==> config.mk <==
export PLATFORM = sky130hd
export DESIGN_NAME = timer16_gate_control
export DESIGN_NICKNAME = d
export VERILOG_FILES = /design/src/rtl/timer16_gate_control.v
export VERILOG_INCLUDE_DIRS = /design/src /design/src/rtl
export SDC_FILE = /design/constraint.sdc
export NUM_CORES = 1
export LEC_CHECK = 0
export ABC_AREA = 0
export ABC_CLOCK_PERIOD_IN_PS = 2700
export BUFFER_PORTS_ARGS = -buffer_cell sky130_fd_sc_hd__clkbuf_2
export CAP_MARGIN = 20
export CORE_MARGIN = 10
export CORE_UTILIZATION = 40
export CTS_CLUSTER_DIAMETER = 100
export DETAILED_ROUTE_END_ITERATION = 10
export PLACE_DENSITY = 0.61
export SLEW_MARGIN = 20
export SYNTH_ARGS = -nofsm -noshare
export SYNTH_HDL_FRONTEND = slang
export SYNTH_SLANG_ARGS = --single-unit
==> constraint.sdc <==
create_clock -name clk_sys -period 2.7 [get_ports clk_sys]
set_input_delay 0.405 -clock clk_sys [delete_from_list [all_inputs] [get_ports clk_sys]]
set_output_delay 0.405 -clock clk_sys [all_outputs]
set_load 0.01 [all_outputs]
==> src/rtl/timer16_gate_regs.vh <==
// register offsets, field positions and reset values of the gated 16-bit timer
// assumes inclusion by bare name from the design file
`ifndef TIMER16_GATE_REGS_VH
`define TIMER16_GATE_REGS_VH

// register offsets on the plain register port
`define ADDR_CTRL       4'h0
`define ADDR_GATE       4'h1
`define ADDR_COUNT_LO   4'h2
`define ADDR_COUNT_HI   4'h3
`define ADDR_FLAGS      4'h4
`define ADDR_IRQ_EN     4'h5
`define ADDR_CAPT_LO    4'h6
`define ADDR_CAPT_HI    4'h7
`define ADDR_CMP_LO     4'h8
`define ADDR_CMP_HI     4'h9
`define ADDR_PMD        4'ha

// control register fields
`define CTRL_ON         0
`define CTRL_SYNC_DIS   2
`define CTRL_SOSC_EN    3
`define CTRL_CS_LO      6
`define CTRL_CS_HI      7

// gate register fields
`define GATE_SS_LO      0
`define GATE_SS_HI      1
`define GATE_VAL        2
`define GATE_ARM        3
`define GATE_SPM        4
`define GATE_TM         5
`define GATE_POL        6
`define GATE_EN         7

// flag and enable fields
`define FLAG_OVF        0
`define FLAG_GATE       1
`define FLAG_CMP        2

// gate source encodings
`define GSS_PIN         2'h0
`define GSS_PERIOD      2'h1
`define GSS_CMP1        2'h2
`define GSS_CMP2        2'h3

// clock source encodings
`define CS_INSTR        2'h0
`define CS_SYS          2'h1
`define CS_EXT          2'h2

// reset values and count maximum
`define RST_CTRL        8'h00
`define RST_GATE        8'h00
`define RST_COUNT       16'h0000
`define COUNT_MAX       16'hffff

`endif

==> src/rtl/timer16_gate_control.v <==
// gated 16-bit timer/counter: gate sources, toggle and single-pulse modes,
// gate and overflow flags, capture/compare time base, module disable.
// assumes all inputs synchronous to clk_sys; tick inputs are one-cycle pulses.
//
// Chosen here: strobed register access and the register offsets.
`timescale 1ns/1ps
`default_nettype none
`include "timer16_gate_regs.vh"

module timer16_gate_control (
  // clock and reset
  input  wire        clk_sys,
  input  wire        rst,
  // register port
  input  wire [3:0]  regAddr,
  input  wire [7:0]  regWdata,
  input  wire        regWrite,
  input  wire        regRead,
  output reg  [7:0]  regRdata,
  // clock sources: instruction tick is a one-cycle pulse, external pin and oscillator are edge-detected
  input  wire        instrTick,
  input  wire        extClkPin,
  input  wire        secOscClk,
  // gate sources
  input  wire        gate_input_pin,
  input  wire        partnerPeriodMatch,
  input  wire        comparatorOneOut,
  input  wire        comparatorTwoOut,
  // capture/compare and power
  input  wire        captureEvent,
  input  wire        specialEventTrigger,
  input  wire        sleepMode,
  // outputs
  output wire        overflowIrq,
  output wire        gateEventIrq,
  output reg         compareEvent,
  output wire        wakeRequest,
  output wire        secOscRun
);

  // software registers
  reg  [7:0]  ctrl;
  reg  [1:0]  gate_source_select;
  reg         gate_single_pulse_enable;
  reg         gate_toggle_enable;
  reg         gate_polarity;
  reg         gate_enable;
  reg         single_pulse_arm_done;
  reg         overflow_flag;
  reg         gate_event_flag;
  reg         compareFlag;
  reg  [2:0]  irqEnable;
  reg         module_disable_bit;
  reg  [1:0]  cmpSyncSel;
  reg  [15:0] count_pair;
  reg  [15:0] capture_compare_pair;
  reg  [15:0] comparePair;
  // gate path state
  reg         cmpOneSync;
  reg         cmpTwoSync;
  reg         periodSeen;
  reg         periodPulse;
  reg         toggleFf;
  reg         gateLevelPrev;
  reg         spmRun;
  reg         extPrev;
  reg         oscPrev;

  wire        timer_on      = ctrl[`CTRL_ON];
  wire        sync_disable  = ctrl[`CTRL_SYNC_DIS];
  wire [1:0]  clock_source_select = ctrl[`CTRL_CS_HI:`CTRL_CS_LO];
  wire        secondary_osc_enable = ctrl[`CTRL_SOSC_EN];

  // decode a write strobe for one address
  function wrHit;
    input [3:0] a;
    input [3:0] target;
    input       we;
    begin
      wrHit = we && (a == target);
    end
  endfunction

  wire wrCtrl  = wrHit(regAddr, `ADDR_CTRL, regWrite);
  wire wrGate  = wrHit(regAddr, `ADDR_GATE, regWrite);
  wire wrLo    = wrHit(regAddr, `ADDR_COUNT_LO, regWrite);
  wire wrHi    = wrHit(regAddr, `ADDR_COUNT_HI, regWrite);
  wire wrFlags = wrHit(regAddr, `ADDR_FLAGS, regWrite);
  wire wrIrqEn = wrHit(regAddr, `ADDR_IRQ_EN, regWrite);
  wire wrCmpLo = wrHit(regAddr, `ADDR_CMP_LO, regWrite);
  wire wrCmpHi = wrHit(regAddr, `ADDR_CMP_HI, regWrite);
  wire wrPmd   = wrHit(regAddr, `ADDR_PMD, regWrite);

  // timer clock edge from the selected source
  wire extSrc = secondary_osc_enable ? secOscClk : extClkPin;
  wire extRise = secondary_osc_enable ? (secOscClk & ~oscPrev) : (extClkPin & ~extPrev);
  reg  clkEdge;
  always @* begin
    case (clock_source_select)
      `CS_SYS:  clkEdge = 1'b1;
      `CS_EXT:  clkEdge = extRise;
      default:  clkEdge = instrTick;
    endcase
  end
  // in sleep only the asynchronous external counter keeps running
  wire sleepOk = ~sleepMode | (sync_disable & (clock_source_select == `CS_EXT));
  wire timerClk = clkEdge & sleepOk & ~module_disable_bit;

  // secondary oscillator runs whenever enabled, sleep or not
  assign secOscRun = secondary_osc_enable & ~module_disable_bit;

  // gate source mux
  wire cmpOne = cmpSyncSel[0] ? cmpOneSync : comparatorOneOut;
  wire cmpTwo = cmpSyncSel[1] ? cmpTwoSync : comparatorTwoOut;
  reg  gateSrc;
  always @* begin
    case (gate_source_select)
      `GSS_PIN:    gateSrc = gate_input_pin;
      `GSS_PERIOD: gateSrc = periodPulse;
      `GSS_CMP1:   gateSrc = cmpOne;
      `GSS_CMP2:   gateSrc = cmpTwo;
      default:     gateSrc = 1'b0;
    endcase
  end

  // polarity, toggle and single-pulse stages
  wire polGate   = gateSrc ^ ~gate_polarity;
  wire toggleIn  = gate_toggle_enable ? toggleFf : polGate;
  wire gate_level_status = gate_single_pulse_enable ?
                           (toggleIn & spmRun) : toggleIn;
  wire gateQual  = gate_enable ? gate_level_status : 1'b1;
  wire incEn     = timer_on & gateQual & timerClk;

  // comparator synchronisers on the timer clock, period pulse shaping
  always @(posedge clk_sys or posedge rst) begin
    if (rst) begin
      cmpOneSync  <= 1'b0;
      cmpTwoSync  <= 1'b0;
      periodSeen  <= 1'b0;
      periodPulse <= 1'b0;
      extPrev     <= 1'b0;
      oscPrev     <= 1'b0;
    end else begin
      if (timerClk) begin
        cmpOneSync <= comparatorOneOut;
        cmpTwoSync <= comparatorTwoOut;
      end
      // match is followed by wrap to zero; the wrap gives the rising pulse
      periodSeen  <= partnerPeriodMatch;
      periodPulse <= periodSeen & ~partnerPeriodMatch;
      extPrev     <= extClkPin;
      oscPrev     <= extSrc;
    end
  end

  // toggle flip-flop and its rising-edge detector
  reg  gateLevelPrevSrc;
  wire polRise = polGate & ~gateLevelPrevSrc;
  always @(posedge clk_sys or posedge rst) begin
    if (rst) begin
      toggleFf         <= 1'b0;
      gateLevelPrevSrc <= 1'b0;
    end else if (module_disable_bit || !timer_on) begin
      toggleFf         <= 1'b0;
      gateLevelPrevSrc <= 1'b0;
    end else begin
      gateLevelPrevSrc <= polGate;
      if (!gate_toggle_enable)
        toggleFf <= 1'b0;
      else if (polRise)
        toggleFf <= ~toggleFf;
    end
  end

  // count, flags and control registers
  wire gateFall  = gateLevelPrev & ~gate_level_status;
  wire gateRise  = ~gateLevelPrev & toggleIn;
  wire wrap      = incEn && (count_pair == `COUNT_MAX);
  wire [15:0] nextCount = count_pair + 16'h0001;
  always @(posedge clk_sys or posedge rst) begin
    if (rst) begin
      ctrl                     <= `RST_CTRL;
      gate_source_select       <= 2'h0;
      gate_single_pulse_enable <= 1'b0;
      gate_toggle_enable       <= 1'b0;
      gate_polarity            <= 1'b0;
      gate_enable              <= 1'b0;
      single_pulse_arm_done    <= 1'b0;
      spmRun                   <= 1'b0;
      overflow_flag            <= 1'b0;
      gate_event_flag          <= 1'b0;
      compareFlag              <= 1'b0;
      irqEnable                <= 3'h0;
      cmpSyncSel               <= 2'h0;
      module_disable_bit       <= 1'b0;
      count_pair               <= `RST_COUNT;
      capture_compare_pair     <= `RST_COUNT;
      comparePair              <= 16'hffff;
      gateLevelPrev            <= 1'b0;
      compareEvent             <= 1'b0;
    end else begin
      if (wrPmd)
        module_disable_bit <= regWdata[0];
      if (module_disable_bit) begin
        ctrl                     <= `RST_CTRL;
        gate_source_select       <= 2'h0;
        gate_single_pulse_enable <= 1'b0;
        gate_toggle_enable       <= 1'b0;
        gate_polarity            <= 1'b0;
        gate_enable              <= 1'b0;
        single_pulse_arm_done    <= 1'b0;
        spmRun                   <= 1'b0;
        overflow_flag            <= 1'b0;
        gate_event_flag          <= 1'b0;
        compareFlag              <= 1'b0;
        irqEnable                <= 3'h0;
        count_pair               <= `RST_COUNT;
        gateLevelPrev            <= 1'b0;
        compareEvent             <= 1'b0;
      end else begin
        gateLevelPrev <= gate_level_status;
        if (wrCtrl)
          ctrl <= regWdata;
        if (wrIrqEn)
          irqEnable <= regWdata[2:0];
        if (wrCmpLo)
          comparePair[7:0] <= regWdata;
        if (wrCmpHi)
          comparePair[15:8] <= regWdata;
        // gate control; arm/done also driven by hardware
        if (wrGate) begin
          gate_enable              <= regWdata[`GATE_EN];
          gate_polarity            <= regWdata[`GATE_POL];
          gate_toggle_enable       <= regWdata[`GATE_TM];
          gate_single_pulse_enable <= regWdata[`GATE_SPM];
          gate_source_select       <= regWdata[`GATE_SS_HI:`GATE_SS_LO];
          cmpSyncSel               <= regWdata[`GATE_SS_HI:`GATE_SS_LO] == `GSS_CMP1 ?
                                      {cmpSyncSel[1], regWdata[`GATE_VAL]} :
                                      {regWdata[`GATE_VAL], cmpSyncSel[0]};
        end
        if (wrGate && !regWdata[`GATE_SPM]) begin
          single_pulse_arm_done <= 1'b0;
          spmRun                <= 1'b0;
        end else if (wrGate && regWdata[`GATE_ARM] && !single_pulse_arm_done) begin
          single_pulse_arm_done <= 1'b1;
          spmRun                <= 1'b0;
        end else if (single_pulse_arm_done && !spmRun && gateRise && timer_on) begin
          spmRun <= 1'b1;
        end else if (spmRun && gateFall) begin
          single_pulse_arm_done <= 1'b0;
          spmRun                <= 1'b0;
        end
        // count: write wins over trigger, trigger clears without flag
        if (wrLo)
          count_pair[7:0] <= regWdata;
        if (wrHi)
          count_pair[15:8] <= regWdata;
        if (!wrLo && !wrHi) begin
          if (specialEventTrigger)
            count_pair <= `RST_COUNT;
          else if (incEn)
            count_pair <= nextCount;
        end
        // capture and compare time base
        if (captureEvent)
          capture_compare_pair <= count_pair;
        compareEvent <= timer_on && (count_pair == comparePair);
        // sticky flags: hardware set wins over software clear
        if (wrap && !specialEventTrigger && !wrLo && !wrHi)
          overflow_flag <= 1'b1;
        else if (wrFlags && !regWdata[`FLAG_OVF])
          overflow_flag <= 1'b0;
        if (gateFall)
          gate_event_flag <= 1'b1;
        else if (wrFlags && !regWdata[`FLAG_GATE])
          gate_event_flag <= 1'b0;
        if (timer_on && count_pair == comparePair && !compareEvent)
          compareFlag <= 1'b1;
        else if (wrFlags && !regWdata[`FLAG_CMP])
          compareFlag <= 1'b0;
      end
    end
  end

  // request outputs
  assign overflowIrq  = overflow_flag & irqEnable[`FLAG_OVF];
  assign gateEventIrq = gate_event_flag & irqEnable[`FLAG_GATE];
  assign wakeRequest  = sleepMode & overflowIrq;

  // read data, one cycle after the strobe
  always @(posedge clk_sys or posedge rst) begin
    if (rst) begin
      regRdata <= 8'h00;
    end else if (regRead) begin
      case (regAddr)
        `ADDR_CTRL:     regRdata <= ctrl;
        `ADDR_GATE:     regRdata <= {gate_enable, gate_polarity, gate_toggle_enable,
                                     gate_single_pulse_enable, single_pulse_arm_done,
                                     gate_level_status, gate_source_select};
        `ADDR_COUNT_LO: regRdata <= count_pair[7:0];
        `ADDR_COUNT_HI: regRdata <= count_pair[15:8];
        `ADDR_FLAGS:    regRdata <= {5'h00, compareFlag, gate_event_flag, overflow_flag};
        `ADDR_IRQ_EN:   regRdata <= {5'h00, irqEnable};
        `ADDR_CAPT_LO:  regRdata <= capture_compare_pair[7:0];
        `ADDR_CAPT_HI:  regRdata <= capture_compare_pair[15:8];
        `ADDR_CMP_LO:   regRdata <= comparePair[7:0];
        `ADDR_CMP_HI:   regRdata <= comparePair[15:8];
        `ADDR_PMD:      regRdata <= {5'h00, cmpSyncSel, module_disable_bit};
        default:        regRdata <= 8'h00;
      endcase
    end else begin
      regRdata <= 8'h00;
    end
  end

endmodule // timer16_gate_control
`default_nettype wire

==> flow_summary.ini <==
[clock_network]
cts-root-buf = clkbuf_16
cts_tree = yes
insertion_delay_ns = 0.36
cts_inserted_buffers = 9
h-tree-depth = 3
cts.sinks = 91
path_clk_slew_ns = 0.07
post_cts_buffers = 0
clock_path_buffers = 2
cts-resized-gates = 0
cts_hold_buffers = 0

[routing]
drt_iter0_drc = 457
totalWireLength_mm = 16.9
vias_per_cell = 5.81
drc = 0
avgRoutedWirePerCell_um = 21.2
dr_total_vias = 4641
firstDrtPassIters = 5
ant_nets = 0

[logic_synthesis]
ys_seq_elements = 91
synth.avg_cell_area_um2 = 9.05
synth_top_area_share_pct = 36.1
syn-instance-count = 574
synth_area_leader_cell = dfrtp_1
yosysWarnings = 0
synth_fp_nets = 603
synth_area_leaders = dfrtp_1 36%, dfstp_2 8.1%, nand2_1 6.3%, mux2_2 5.0%, a21oi_1 4.2%
synth_cell_types = 71
ys_top_cells_by_count = 87 x nand2_1, 75 x dfrtp_1, 44 x a21oi_1
yosysSeqAreaShare_pct = 44.2
async_reset_ff_share_pct = 100
synth.most_common_cell = nand2_1
synth_edf_count = 0
synth-main-ff-cell = dfrtp_1
synthesis.area_um2 = 5200

[layout]
drive_gt1_share_pct = 23.0
syn2layout_area_growth_pct = 16.1
nets = 651
insertedDiodeCount = 0
stdcell_count = 799

[global_routing]
grt_max_degree = 69
antenna_found_initial = 0
overflow = 0
gr-usage-all-layers_pct = 19.1
grt_pass1_wl_mm = 26.7
grt_pass1_vias = 4535

[timing]
fmax_mhz = 394
worst_pin_slew_ns = 0.694
fin_setup_tns_ns = 0
relSlewSlack_pct = 53.7
finalHoldViolCount = 0
fin_hold_ws_ns = 0.0717
fin_crit_ns = 2.54
finalSetupViolCount = 0
rsz0062_at_grt = false
fin_crit_sh_pct = 94.1
final.setup_skew_ns = 0.0105
slew_violations = 0

[power_and_ir_drop]
leakage_nw = 2.61
max-vdd-ir-drop_v = 0.000545
p_per_area_nw_per_um2 = 621
p_total_w = 0.00374

[worst_setup_path]
arrival_ns = 2.83
crit_type = register to register
worstSetupEndpointType = register
critPathMaxFanout = 7
cp-start-kind = register
cp.required_ns = 2.99
r2r_setup_slack_ns = 0.16
r2r_cells = 8

[floorplan]
ioPinCount = 39
die_h_um = 134
dieArea_um2 = 17900
row_count = 41
die_w_um = 134
core_um2 = 12700
start_util_pct = 41.0

[place]
port_buffers = 38
hpwlAfterDp_mm = 12.4
gp_congestion = 0.947
placed_cells = 783

[job]
cap_violations = 0

[status]
outcome = completed

[min_path]
hp-class = input port to asynchronous set/reset pin
-- cell usage in the layout, fill, tap and decap left out, types with 4 or more instances in the layout --
master	synthesis	routed
and3_1	7	7
nand2b_1	8	8
clkbuf_16	0	9
nor3_1	10	10
inv_1	19	18
dfrtp_1	75	75
dfstp_2	16	16
nand2_1	87	87
mux2i_1	19	19
nand4_1	6	6
buf_4	3	32
xnor2_1	12	12
o21ai_0	39	39
a21oi_1	44	44
nor2_1	37	37
mux2_2	23	23
nor4_1	5	5
nand3_1	27	27
a32oi_1	6	6
nor2b_1	17	17
nand3b_1	4	4
a22oi_1	5	5
clkbuf_2	1	38
xor2_1	5	5
-- area by class of cell --
class	count	area, um^2
flip-flops and latches	91	2300
fillers	1247	6640
multi-input cells	430	2670
inverters	19	75.1
clock buffers	9	225
well taps	172	215
clock inverters	7	100
repair buffers	71	450
-- worst max-delay path, cell delays in order (launching register included) --
cell,delay (ns)
dfrtp_1,0.40
inv_1,0.06
ha_1,0.30
nor2b_1,0.16
a311oi_2,0.38
nand4_1,0.22
or2_2,0.42
o41ai_1,0.41
a21o_1,0.12
-- layer usage --
| metal | vias up | global-route usage [%] | part of all wire [%] |
|---|---|---|---|
| li1 | 2135 | - | - |
| met1 | 2288 | 26.8 | 45 |
| met2 | 192 | 28.1 | 45 |
| met3 | 26 | 4.59 | 7.5 |
| met4 | 0 | 5.99 | 1.9 |
| met5 | - | 0 | 0 |
-- worst paths after layout --
kind                                    startpoint             end
worst min-delay path                           rst      periodSeen
min in group clk_sys            partnerPeriodMatch      periodSeen
worst min register to register          periodSeen     periodPulse
max in group asynchronous                      rst  comparePair[5]
worst max register to register             ctrl[6]  count_pair[15]
worst max-delay path                       ctrl[6]  count_pair[15]
-- cells by family (layout without fill, tap and decap cells) --
| logic type | Yosys count | after routing | synth area share, % |
|---|---|---|---|
| and+or+nand+nor | 234 | 234 | 22.5 |
| AOI/OAI and AO/OA | 133 | 133 | 16.2 |
| DFF | 91 | 91 | 44.2 |
| buffers and inverters | 53 | 106 | 4.45 |
| muxes | 43 | 43 | 9.08 |
| xor gates and xnor gates | 17 | 17 | 2.87 |
| adders and majority gates | 3 | 3 | 0.722 |
-- state kept, by name, indices dropped and copies added (netlist names), 2 cells and up --
name / cells
capture_compare_pair: 16
count_pair: 16
cmpSyncSel: 2
comparePair: 16
ctrl: 8
gate_source_select: 2
regRdata: 8
irqEnable: 3
-- per-stage QoR --
step / worst slack (ns) / cell area, um^2 / util (%)
final: 0.159 / 6030 / 47.6
after global routing: 0.00459 / 6030 / 47.6
after CTS: 0.173 / 6030 / 47.6
after detailed placement: 0.195 / 5710 / 45.0
after global placement: 0.276 / 5710 / 45.0
after floorplan: 0.368 / 5200 / -
-- report_power, final --
part | switching, W | internal, W | total (W)
clock network | 0.000567 | 0.000818 | 0.00138
logic | 0.000388 | 0.000281 | 0.000669
registers | 0.000142 | 0.00155 | 0.00169
total | 0.00110 | 0.00265 | 0.00374
Note: power is estimated with default switching activity, not from simulation.
